$ cat config.mk
export PLATFORM = sky130hd
export DESIGN_NAME = stabilization_timer
export DESIGN_NICKNAME = d
export VERILOG_FILES = /design/src/core/ost_pkg.sv /design/src/core/count_if.sv /design/src/core/stab_counter.sv /design/src/core/stabilization_timer.sv
export SDC_FILE = /design/constraint.sdc
export NUM_CORES = 1
export LEC_CHECK = 0
export BUFFER_PORTS_ARGS = -buffer_cell sky130_fd_sc_hd__buf_2
export CAP_MARGIN = 0
export CORE_ASPECT_RATIO = 1.75
export CORE_UTILIZATION = 53
export CTS_CLUSTER_DIAMETER = 150
export DETAILED_ROUTE_END_ITERATION = 6
export PLACE_DENSITY = 0.87
export SYNTH_ARGS = -nofsm -noshare
export SYNTH_HDL_FRONTEND = slang
export SYNTH_HIERARCHICAL = 1
export SYNTH_SLANG_ARGS = --single-unit
$ cat constraint.sdc
create_clock -name mclk -period 3 [get_ports mclk]
set_input_delay 0.3 -clock mclk [delete_from_list [all_inputs] [get_ports mclk]]
set_output_delay 0.3 -clock mclk [all_outputs]
set_load 0.02 [all_outputs]
$ cat src/core/ost_pkg.sv
// Purpose: Shared constants and types for the stabilization timer.
// Assumes: Register addresses are the CPU's 16-bit special-register space.
// Notes: Thresholds are powers of two of the crystal period.
package ost_pkg;

  // Register addresses and values after reset
  localparam logic [15:0] STATUS_ADDR = 16'hffa3;
  localparam logic [15:0] SELECT_ADDR = 16'hffa4;
  localparam logic [7:0] STATUS_RESET = 8'h00;
  localparam logic [2:0] SELECT_RESET = 3'h5;

  // Field layout: five flags in the status low bits, select in bits 2..0
  localparam int unsigned FLAG_N = 5;
  localparam int unsigned SEL_W = 3;
  localparam int unsigned CNT_W = 17;

  // Wait selection codes
  localparam logic [2:0] SEL_2E11 = 3'h1;
  localparam logic [2:0] SEL_2E13 = 3'h2;
  localparam logic [2:0] SEL_2E14 = 3'h3;
  localparam logic [2:0] SEL_2E15 = 3'h4;
  localparam logic [2:0] SEL_2E16 = 3'h5;

  // Count bit for each threshold, shortest first
  localparam logic [4:0] THR_POS [FLAG_N] = '{5'h0b, 5'h0d, 5'h0e, 5'h0f,
                                               5'h10};

  // Crystal input passes three flip-flops
  localparam int unsigned SYNC_STAGES = 3;

  // Wake-up hold state
  typedef enum logic [0:0] {HOLD_IDLE, HOLD_WAIT} hold_state_t;

  // Selection code to threshold index; prohibited codes take the longest
  function automatic logic [2:0] sel_to_idx(input logic [2:0] sel);
    unique case (sel)
      SEL_2E11: sel_to_idx = 3'h0;
      SEL_2E13: sel_to_idx = 3'h1;
      SEL_2E14: sel_to_idx = 3'h2;
      SEL_2E15: sel_to_idx = 3'h3;
      default: sel_to_idx = 3'h4;
    endcase
  endfunction

endpackage

$ cat src/core/count_if.sv
// Purpose: Carries control and state between timer control and counter.
// Assumes: Single clock domain.
// Notes: limit_pos is the count bit at which counting stops.
interface count_if;
  logic clear;
  logic tick;
  logic [4:0] limit_pos;
  logic [ost_pkg::CNT_W-1:0] count;
  logic done;

  modport ctl (output clear, output tick, output limit_pos,
               input count, input done);
  modport cnt (input clear, input tick, input limit_pos,
               output count, output done);
endinterface

$ cat src/core/stab_counter.sv
// Purpose: Binary count of crystal periods, stopping at a set bit.
// Assumes: tick is a one-cycle pulse per crystal rising edge.
// Notes: Clear has priority over tick so a restart is exact.
module stab_counter (
  // Clock and reset
  input wire logic mclk,
  input wire logic resetn,
  // Control side
  count_if.cnt cif
);
  import ost_pkg::*;

  logic [CNT_W-1:0] count_reg;
  logic [CNT_W-1:0] count_next;

  // Stop at the selected power of two, restart on clear
  assign cif.done = count_reg[cif.limit_pos];
  assign count_next = cif.clear ? '0 :
                      (cif.tick && !cif.done) ? count_reg + 1'b1 :
                      count_reg;
  assign cif.count = count_reg;

  // Counter register
  always_ff @(posedge mclk) begin
    if (!resetn) begin
      count_reg <= '0;
    end else begin
      count_reg <= count_next;
    end
  end

  property p_count_step;
    @(posedge mclk) disable iff (!resetn)
    cif.tick && !cif.done && !cif.clear |=>
      count_reg == $past(count_reg) + 1'b1;
  endproperty
  a_count_step: assert property (p_count_step)
    else $error("counter did not advance on a crystal edge");

endmodule

$ cat src/core/stabilization_timer.sv
// Purpose: Crystal oscillation stabilization timer with status and select.
// Assumes: Crystal pin is slow against mclk; resetn merges every reset
//   source; stop_exec and stop_release are one-cycle pulses from the CPU.
// Notes: Bit reads of status return the chosen bit; bit writes to select are dropped.
//
// Contract
// - Status register shows how far the crystal stabilization count advanced.
// - Status is read-only, readable by bit and by byte access.
// - Status clears on reset, stop instruction, and oscillator stop bit set; a new threshold in the same cycle still sets its flag and keeps lower flags.
// - Five flags in bits 4..0: 2^11 in bit 4 through 2^16 in bit 0.
// - Flags set in order from shortest threshold and stay set until cleared.
// - Counter halts at selected wait; higher flags never set afterwards.
// - On crystal CPU clock, hold execution after stop until wait elapses.
// - Select codes 1..5 give 2^11,2^13,2^14,2^15,2^16; others prohibited.
// - Select register is five after every reset.
// - Select register is written by byte access only.
// - Wait counts from real oscillation, excluding start-up delay.
// - Oscillator stops while the stop bit is one, runs while zero; the code also keeps it stopped from stop_exec until stop_release.
module stabilization_timer (
  // Clock and reset
  input wire logic mclk,
  input wire logic resetn,
  // CPU register access
  input wire logic [15:0] reg_addr,
  input wire logic reg_rd,
  input wire logic reg_wr,
  input wire logic reg_bit_op,
  input wire logic [2:0] reg_bit_sel,
  input wire logic [7:0] reg_wdata,
  output logic [7:0] reg_rdata_reg,
  output logic reg_rbit_reg,
  // Power and clock control
  input wire logic main_crystal,
  input wire logic main_osc_stop,
  input wire logic stop_exec,
  input wire logic stop_release,
  input wire logic cpu_on_crystal,
  output logic main_osc_enable_reg,
  output logic cpu_hold_reg
);
  import ost_pkg::*;

  count_if cif ();

  logic [SYNC_STAGES-1:0] sync_reg;
  logic level_reg;
  logic level_next;
  logic [SEL_W-1:0] sel_reg;
  logic [FLAG_N-1:0] flag_reg;
  logic [FLAG_N-1:0] flag_next;
  logic [FLAG_N-1:0] flag_set;
  logic any_set;
  logic stop_state_reg;
  hold_state_t hold_reg;
  hold_state_t hold_next;
  logic [7:0] status;
  logic [7:0] read_byte;
  logic clear_evt;
  logic hit_status;
  logic hit_select;
  logic sel_write;
  logic [2:0] limit_idx;

  // Crystal edge detect; edge counts once second and third stages agree
  assign level_next = (sync_reg[1] == sync_reg[2]) ? sync_reg[2] : level_reg;
  assign cif.tick = level_next && !level_reg;

  // Crystal input synchroniser and confirmed level
  always_ff @(posedge mclk) begin
    if (!resetn) begin
      sync_reg <= '0;
      level_reg <= 1'b0;
    end else begin
      sync_reg <= {sync_reg[SYNC_STAGES-2:0], main_crystal};
      level_reg <= level_next;
    end
  end

  // Clearing events restart count and flags; reset clears via resetn
  assign clear_evt = stop_exec || main_osc_stop;
  assign cif.clear = clear_evt;
  assign limit_idx = sel_to_idx(sel_reg);
  assign cif.limit_pos = THR_POS[limit_idx];

  // New threshold per flag; a count bit that merely stays high is no event
  generate
    for (genvar i = 0; i < FLAG_N; i++) begin : g_flag
      assign flag_set[i] = cif.count[THR_POS[i]] && !flag_reg[i];
      // A new threshold beats a coincident clear and keeps the lower flags,
      // so the status stays a thermometer and no threshold is lost
      assign flag_next[i] = flag_set[i] ? 1'b1 :
                            (any_set && flag_reg[i]) ? 1'b1 :
                            clear_evt ? 1'b0 : flag_reg[i];
    end
  endgenerate
  assign any_set = |flag_set;

  // Flags held sticky until the next clearing event
  always_ff @(posedge mclk) begin
    if (!resetn) begin
      flag_reg <= '0;
    end else begin
      flag_reg <= flag_next;
    end
  end

  // Status view: 2^11 flag on bit 4, 2^16 flag on bit 0
  assign status = {3'h0, flag_reg[0], flag_reg[1], flag_reg[2],
                   flag_reg[3], flag_reg[4]};

  // Register decode
  assign hit_status = (reg_addr == STATUS_ADDR);
  assign hit_select = (reg_addr == SELECT_ADDR);
  // Bit writes are not decoded, so bit set/clear cannot alter the wait
  assign sel_write = reg_wr && !reg_bit_op && hit_select;
  assign read_byte = hit_status ? status :
                     hit_select ? {5'h00, sel_reg} : 8'h00;

  // Select register; status has no write path at all
  always_ff @(posedge mclk) begin
    if (!resetn) begin
      sel_reg <= SELECT_RESET;
    end else if (sel_write) begin
      sel_reg <= reg_wdata[SEL_W-1:0];
    end
  end

  // Read data registered; status bit reads also give the chosen bit alone
  always_ff @(posedge mclk) begin
    if (!resetn) begin
      reg_rdata_reg <= STATUS_RESET;
      reg_rbit_reg <= 1'b0;
    end else if (reg_rd) begin
      reg_rdata_reg <= read_byte;
      reg_rbit_reg <= reg_bit_op && hit_status &&
                      read_byte[reg_bit_sel];
    end
  end

  // Stop state, oscillator gating
  always_ff @(posedge mclk) begin
    if (!resetn) begin
      stop_state_reg <= 1'b0;
      main_osc_enable_reg <= 1'b0;
    end else begin
      if (stop_exec) begin
        stop_state_reg <= 1'b1;
      end else if (stop_release) begin
        stop_state_reg <= 1'b0;
      end
      main_osc_enable_reg <= !main_osc_stop && !stop_state_reg;
    end
  end

  // Wake-up hold while the crystal is the CPU clock
  always_comb begin
    hold_next = hold_reg;
    unique case (hold_reg)
      HOLD_IDLE: begin
        if (stop_release && cpu_on_crystal) begin
          hold_next = HOLD_WAIT;
        end
      end
      HOLD_WAIT: begin
        if (cif.done) begin
          hold_next = HOLD_IDLE;
        end
      end
    endcase
  end

  // Hold state and its registered output
  always_ff @(posedge mclk) begin
    if (!resetn) begin
      hold_reg <= HOLD_IDLE;
      cpu_hold_reg <= 1'b0;
    end else begin
      hold_reg <= hold_next;
      cpu_hold_reg <= (hold_next == HOLD_WAIT);
    end
  end

  stab_counter u_counter (
    .mclk (mclk),
    .resetn (resetn),
    .cif (cif)
  );

  // Checks

  property p_clear_on_stop_bit;
    @(posedge mclk) disable iff (!resetn)
    main_osc_stop [*2] |=> status == 8'h00 && cif.count == '0;
  endproperty
  a_clear_on_stop_bit: assert property (p_clear_on_stop_bit)
    else $error("status not cleared while oscillator stop bit held");

  property p_upper_zero;
    @(posedge mclk) disable iff (!resetn)
    status[7:5] == 3'h0;
  endproperty
  a_upper_zero: assert property (p_upper_zero)
    else $error("status upper bits not zero");

  property p_thermometer;
    @(posedge mclk) disable iff (!resetn)
    status[4:0] inside {5'h00, 5'h10, 5'h18, 5'h1c, 5'h1e, 5'h1f};
  endproperty
  a_thermometer: assert property (p_thermometer)
    else $error("status flags not set in order");

  property p_flag_cause;
    @(posedge mclk) disable iff (!resetn)
    $rose(flag_reg[0]) |-> $past(cif.count[THR_POS[0]]);
  endproperty
  a_flag_cause: assert property (p_flag_cause)
    else $error("shortest flag set without its count bit");

  property p_limit;
    @(posedge mclk) disable iff (!resetn)
    $stable(sel_reg) && $past(cif.count) <= (17'h1 << cif.limit_pos) |->
      cif.count <= (17'h1 << cif.limit_pos);
  endproperty
  a_limit: assert property (p_limit)
    else $error("counter ran past selected wait");

  property p_hold_start;
    @(posedge mclk) disable iff (!resetn)
    hold_reg == HOLD_IDLE && stop_release && cpu_on_crystal |=> cpu_hold_reg;
  endproperty
  a_hold_start: assert property (p_hold_start)
    else $error("no hold after stop release on crystal clock");

  property p_hold_end;
    @(posedge mclk) disable iff (!resetn)
    cpu_hold_reg && cif.done |=> !cpu_hold_reg;
  endproperty
  a_hold_end: assert property (p_hold_end)
    else $error("hold not released after wait elapsed");

  property p_select_reset;
    @(posedge mclk) disable iff (!resetn)
    $rose(resetn) |-> sel_reg == SELECT_RESET;
  endproperty
  a_select_reset: assert property (p_select_reset)
    else $error("select register not five after reset");

  property p_no_bit_write;
    @(posedge mclk) disable iff (!resetn)
    reg_wr && reg_bit_op |=> $stable(sel_reg);
  endproperty
  a_no_bit_write: assert property (p_no_bit_write)
    else $error("bit write changed select register");

  property p_bit_read;
    @(posedge mclk) disable iff (!resetn)
    reg_rd && reg_bit_op && hit_status |=>
      reg_rbit_reg == $past(status[reg_bit_sel]);
  endproperty
  a_bit_read: assert property (p_bit_read)
    else $error("bit read of status returned wrong value");

  property p_osc_gate;
    @(posedge mclk) disable iff (!resetn)
    main_osc_stop |=> !main_osc_enable_reg;
  endproperty
  a_osc_gate: assert property (p_osc_gate)
    else $error("oscillator enabled while stop bit set");

  c_all_flags: cover property (@(posedge mclk) disable iff (!resetn)
    status[4:0] == 5'h1f);
  c_hold_done: cover property (@(posedge mclk) disable iff (!resetn)
    cpu_hold_reg ##1 !cpu_hold_reg);
  c_short_wait: cover property (@(posedge mclk) disable iff (!resetn)
    sel_reg == SEL_2E11 && cif.done);

endmodule

* Word-level counts from Yosys, hierarchy flattened *
Memory sizes are Yosys's and may differ from the RTL's.
Cells that the tools add are included.

storage, ports and cells
  flip-flop bits (word level) = 41
  bits in latches = 0
  memory bits (writable) = 0
  ROM bits = 40
  input bits = 37
  output and inout port bits = 11
  logic and storage cells = 92
  memories kept = 1

memory list
  memory           words  width  rd ports  clocked after Yosys merged registers in  wr ports  RTL line                   RTL
  (no name shown)  8      5      1         0                                        0         stabilization_timer.sv:83  assign cif.limit_pos = THR_POS[limit_idx];

operators by class
  add/sub/neg operators = 1
  multiply operators = 0
  divide/modulo/power cells = 0
  order comparisons = 3
  eq/ne operators = 7
  shift operators = 0
  multiplexer cells = 26
  bitwise logic cells = 3
  reductions and logical operators = 37

operator list
  kind                                                                           number
  16-bit equality test (second input constant)                                   2
  1-bit logical AND                                                              18
  1-bit 2-to-1 mux                                                               18
  17-bit by 1-bit adder with 17-bit output (second input constant)               1
  5-bit 2-to-1 mux                                                               3
  3-bit nonzero test                                                             5
  3-bit case mux with 4 select lines                                             1
  1-bit logical NOT                                                              10
  3-bit by 2-bit equality test with 1-bit output (second input constant)         2
  5-bit by 6-bit less-than comparator with 1-bit output (second input constant)  1
  1-bit binary-select mux with 5-bit select                                      1
  5-bit OR reduction                                                             1
  4-bit greater-or-equal comparator (second input constant)                      1
  3-bit by 4-bit less-than comparator with 1-bit output (second input constant)  1
  3-bit NOT with 4-bit output                                                    1
  1-bit binary-select mux with 3-bit select                                      1
  3-bit by 1-bit equality test with 1-bit output (second input constant)         1
  3-bit equality test (second input constant)                                    1
  3-bit 2-to-1 mux                                                               1
  1-bit NOT                                                                      2
  1-bit case mux with 2 select lines                                             1
  2-bit nonzero test                                                             1
  2-bit OR reduction                                                             1
  1-bit equality test                                                            1
  1-bit logical OR                                                               1

* Longest topological paths before layout *
  depth after elaboration = 10
  gate-level depth with buffers = 12
  gate-level depth less buffers = 9

* Modules after synthesis *
Netlist, hierarchy kept.

modules (own cells, without submodules)
  module               times used  cells each  area an instance (sq um)  sequential area each (sq um)
  stabilization_timer  1           122         1042.2                    420.4
  stab_counter         1           118         1003.5                    340.3

* Worst setup path before layout *
Ideal clock, no wire load.

  path type = flip-flop to flip-flop
  from = reg sel_reg[2]
  to = reg u_counter.count_reg[9], in the netlist u_counter/cif.count[9]
  library setup time = 0.070 ns
  arrival = 2.431 ns
  data required time = 2.930 ns
  slack = 0.499 ns
  cell stages (with the launch flop) = 12
  buffers on the path = 3
  clock period less this slack = 2.501 ns
  cell sequence = dfxtp_1 -> clkbuf_1 -> nand2_1 -> o21ai_0 -> buf_6 -> mux4_2 -> nand2b_4 -> nand4b_2 -> nand3_2 -> buf_6 -> or4b_1 -> a21oi_1

on the way
  cells in the longest elaborated chain, start to end = 10
  elaborated cells on any way between the ends = 13
  those cells by class = eq/ne (4); mux (5); bitwise (1); reduce/logical (2); memory (1)

ends and longest elaborated chain
  item                                                   RTL line                    RTL
  start: declaration                                     stabilization_timer.sv:48   logic [SEL_W-1:0] sel_reg;
  start signal: assignment                               stabilization_timer.sv:124  sel_reg <= reg_wdata[SEL_W-1:0];
  3-bit equality test (tied with other cells)            ost_pkg.sv:36               unique case (sel)
  3-bit case mux with 4 select lines *                   ost_pkg.sv:36
  3-bit NOT with 4-bit output (implied by the code) *    stabilization_timer.sv:83
  memory 8 x 5 bit *                                     --
  5-bit 2-to-1 mux (implied by the code) * (2 in a row)  stabilization_timer.sv:83
  net cif.limit_pos[0]                                   count_if.sv:7               logic [4:0] limit_pos;
  1-bit binary-select mux with 5-bit select *            stab_counter.sv:17          assign cif.done = count_reg[cif.limit_pos];
  1-bit 2-to-1 mux (implied by the code) *               stab_counter.sv:17
  1-bit logical NOT *                                    stab_counter.sv:19          (cif.tick && !cif.done) ? count_reg + 1'b1 :
  1-bit logical AND *                                    stab_counter.sv:19
  end signal: assignment                                 stab_counter.sv:28          count_reg <= count_next;
  end: declaration                                       stab_counter.sv:13          logic [CNT_W-1:0] count_reg;

Mark *: on every way through the listed nets, which the timed path passes. The rest lies on a longest branch. The select of a mux whose other input is x is not followed.
A chain may end at the register's enable or synchronous reset.

* Worst setup path in the final report *
  from = reg sel_reg[0]
  to = reg u_counter.count_reg[2], in the netlist u_counter/cif.count[2]

on the way
  cells in the longest elaborated chain, start to end = 10
  elaborated cells on any way between the ends = 13
  those cells by class = eq/ne (4); mux (5); bitwise (1); reduce/logical (2); memory (1)

ends and longest elaborated chain
  item                                                   RTL line                   RTL
  3-bit equality test (tied with other cells)            ost_pkg.sv:36
  3-bit case mux with 4 select lines *                   ost_pkg.sv:36
  3-bit NOT with 4-bit output (implied by the code) *    stabilization_timer.sv:83
  memory 8 x 5 bit *                                     --
  5-bit 2-to-1 mux (implied by the code) * (2 in a row)  stabilization_timer.sv:83
  net cif.limit_pos[0]                                   count_if.sv:7
  1-bit binary-select mux with 5-bit select *            stab_counter.sv:17
  1-bit 2-to-1 mux (implied by the code) *               stab_counter.sv:17
  net cif.done                                           count_if.sv:9              logic done;
  1-bit logical NOT *                                    stab_counter.sv:19
  1-bit logical AND *                                    stab_counter.sv:19

Marks and branches as above.

==> results.toml <==
[status]
status = "finished, final reports clean"

[power_and_ir_drop]
comb_power_share_pct = 6.1
p_switching_uw = 224
intPower_uw = 720
power_uw = 944
power_frac_clock_pct = 39.8
power.leakage_uw = 0.000920
ir_worst_vdd_mv = 0.448
p_sw_share_pct = 23.7
pwr-share-seq_pct = 54.0
p_per_area_mw_per_mm2 = 400

[detailed_routing]
dr.pass1.iters = 4
via_per_inst = 5.92
drc = 0
vias = 1943
wirelength_um = 4660
drtAntennaViolNets = 0
avgRoutedWirePerCell_um = 14.2
drt_iter0_markers = 60

[clock_network]
clk_path_buf_depth = 2
cts_hold_buf = 0
cts_tree = "done"
clkTransAtPathRegs_ns = 0.08
clkSinkCount = 38
clock_latency_ns = 0.30
cts_buffers = 5
root_buffer = "clkbuf_8"
htree_levels = 2
postCtsSetupBuffers = 0

[worst_setup_path]
cp-start-kind = "flip-flop"
cp.required_ns = 3.22
arrival_ns = 3.00
crit_fanout = 19
worstSetupPathType = "flip-flop to flip-flop"
endpoint_kind = "flip-flop"

[global_routing]
antenna_found_initial = 0
met1_usage_pct = 23.8
busiest_layer = "met2"
grt_pass1_vias = 1920
grt_max_degree = 21
grt_util_met3_pct = 3.44
grt_pass1_wl_um = 8070
grt_util_met2_pct = 48.1
grtUsageTotal_pct = 25.3
grt_overflow = 0

[synthesis]
yosysWarnings = 6
synth_cell_types = 53
async_flop_share_pct = 0
synthFlopType = "dfxtp_1"
synth_edf_count = 0
ys_ff_latch = 38
synth-seq-area-share_pct = 37.2
synth_area_mm2 = 0.00205
synthCells = 240
synth.avg_cell_area_um2 = 8.52

[layout]
syn_to_final_growth_pct = 15.3
fin_area_mm2 = 0.00236
num-fill-cells = 300
multi_input_area_mm2 = 0.00118
layout-drive-gt1-share_pct = 22.7
n_antenna_cell = 0
largest_reg_flops = 17
fin_util_pct = 64.4
nets = 319
regArea_um2 = 761
stdcell_count = 328

[floorplan]
rows = 29
initial_core_util_pct = 55.8
die_y_um = 84.2
die_w_um = 49.0
fp.coreArea_mm2 = 0.00366
die_area_mm2 = 0.00412
num_io_pins = 48

[sta]
min_period_over_period_pct = 92.7
max_freq_ghz = 0.360
rsz0062_at_grt = "no"
tightest_slew_ns = 0.702
setup_viol = 0
maxSlewViolCount = 0
period_minus_slack_ns = 2.78
skew_ns = 0.0122
worst_slack_ns = 0.220
hold_viol_final = 0
relSlewSlack_pct = 52.7

[placed_design]
portBuffers = 39
place_inst = 320
gp_congestion = 0.837
place_ws_ns = -0.0553
dp_hpwl_um = 3610
placed_cell_area_mm2 = 0.00226

[run]
cap_viol_max_count = 0

[hold_path]
hold_path.class = "input pin to flip-flop"
-- layer usage --
layer,wire (um),part of all wire [%],vias to the layer above
met1,1650,35,921
met3,160,3.4,18
met2,2660,57,68
met4,195,4.2,0
met5,0,0,-
li1,-,-,936
-- per-stage QoR --
step | TNS, ns | hold WS [ns]
2_1_floorplan | 0 | 0.376
3_3_place_gp | 0 | 0.390
3_5_place_dp | -0.106 | 0.420
4_1_cts | 0 | 0.164
5_1_grt | 0 | 0.169
6_report | 0 | 0.159
-- cells in the final DEF, fill, tap and decap left out, types with 5 or more instances in the layout --
master,count
nor2b_1,12
a21oi_1,15
inv_1,10
o21ai_1,8
clkbuf_8,6
nor2_1,20
a22oi_1,5
nand2_1,21
nand4_1,7
dfxtp_1,38
o21a_1,5
buf_2,39
mux2i_1,10
nand3_1,8
or3_1,10
o21ai_0,6
-- kinds of logic after synthesis --
kind of cell               count (synthesis)  share of synthesized area [%]
other                                      1                          0.183
xor gates and xnor gates                   3                           1.28
and+or+nand+nor                          109                           31.2
adders and majority gates                  1                          0.612
muxes                                     13                           7.65
DFF                                       38                           37.2
buffers and inverters                     21                           5.57
AOI/OAI and AO/OA                         54                           16.3
-- final timing paths --
check	startpoint	endpoint	slack [ns]	depth (start not counted)
max reg2reg	sel_reg[0]$_SDFFE_PN1P_	u_counter/cif.count[2]$_SDFFE_PP0P_	0.22	10
min	main_osc_stop	main_osc_enable_reg$_SDFF_PN0_	0.16	2
min reg2reg	stop_state_reg$_SDFFE_PN0P_	main_osc_enable_reg$_SDFF_PN0_	0.43	1
max	sel_reg[0]$_SDFFE_PN1P_	u_counter/cif.count[2]$_SDFFE_PP0P_	0.22	10
-- area by class of cell --
cell class              instances  area share, %
clock buffers                   6           3.50
clock inverters                 2          0.531
inverters                      10           1.59
multi-input cells             183           50.1
flip-flops and latches         38           32.3
well taps                      46           2.44
repair buffers                 43           9.55
-- cells in the mapped netlist (3+ instances only) --
cell	count	share of area [%]
nor2b_1	12	3.7
a22oi_1	5	1.8
o21ai_1	8	2.0
dfxtp_1	38	37
nand3_1	8	2.0
clkbuf_1	4	0.73
nand2_1	21	3.9
a21oi_1	15	3.7
inv_1	10	1.8
or4_1	3	1.1
buf_6	3	1.7
and3_1	3	0.92
and2_1	4	1.2
or3_1	10	3.1
buf_4	3	1.1
nand4_1	7	2.1
o21ai_0	7	1.7
o21a_1	5	1.8
mux2i_1	10	4.9
nor3_1	4	0.98
nor2_1	20	3.7
-- critical path: stages, from the launching register on --
cell      delay [ns]
dfxtp_1         0.37
nor2_1          0.19
nand2_1         0.11
o21ai_2         0.15
mux4_2          0.55
nand2b_4        0.16
nand4b_2        0.12
nand3_2         0.28
buf_4           0.27
or3_1           0.35
a21oi_1         0.15
-- what timing repair did --
item | CTS | global route
gates cloned | 0 | 0
setup endpoints to repair | 9 | 9
gates resized for setup | 1 | 1
-- power groups by stage --
stage | Sequential, uW | Combinational [uW] | Clock [uW]
after floorplan | 524 | 27.9 | 0
after global placement | 522 | 56.4 | 0
after detailed placement | 522 | 58.1 | 0
after CTS | 510 | 58.1 | 375
after global routing | 511 | 63.8 | 399
final | 510 | 58.0 | 376
No activity file was read; power rests on OpenSTA's default activity.
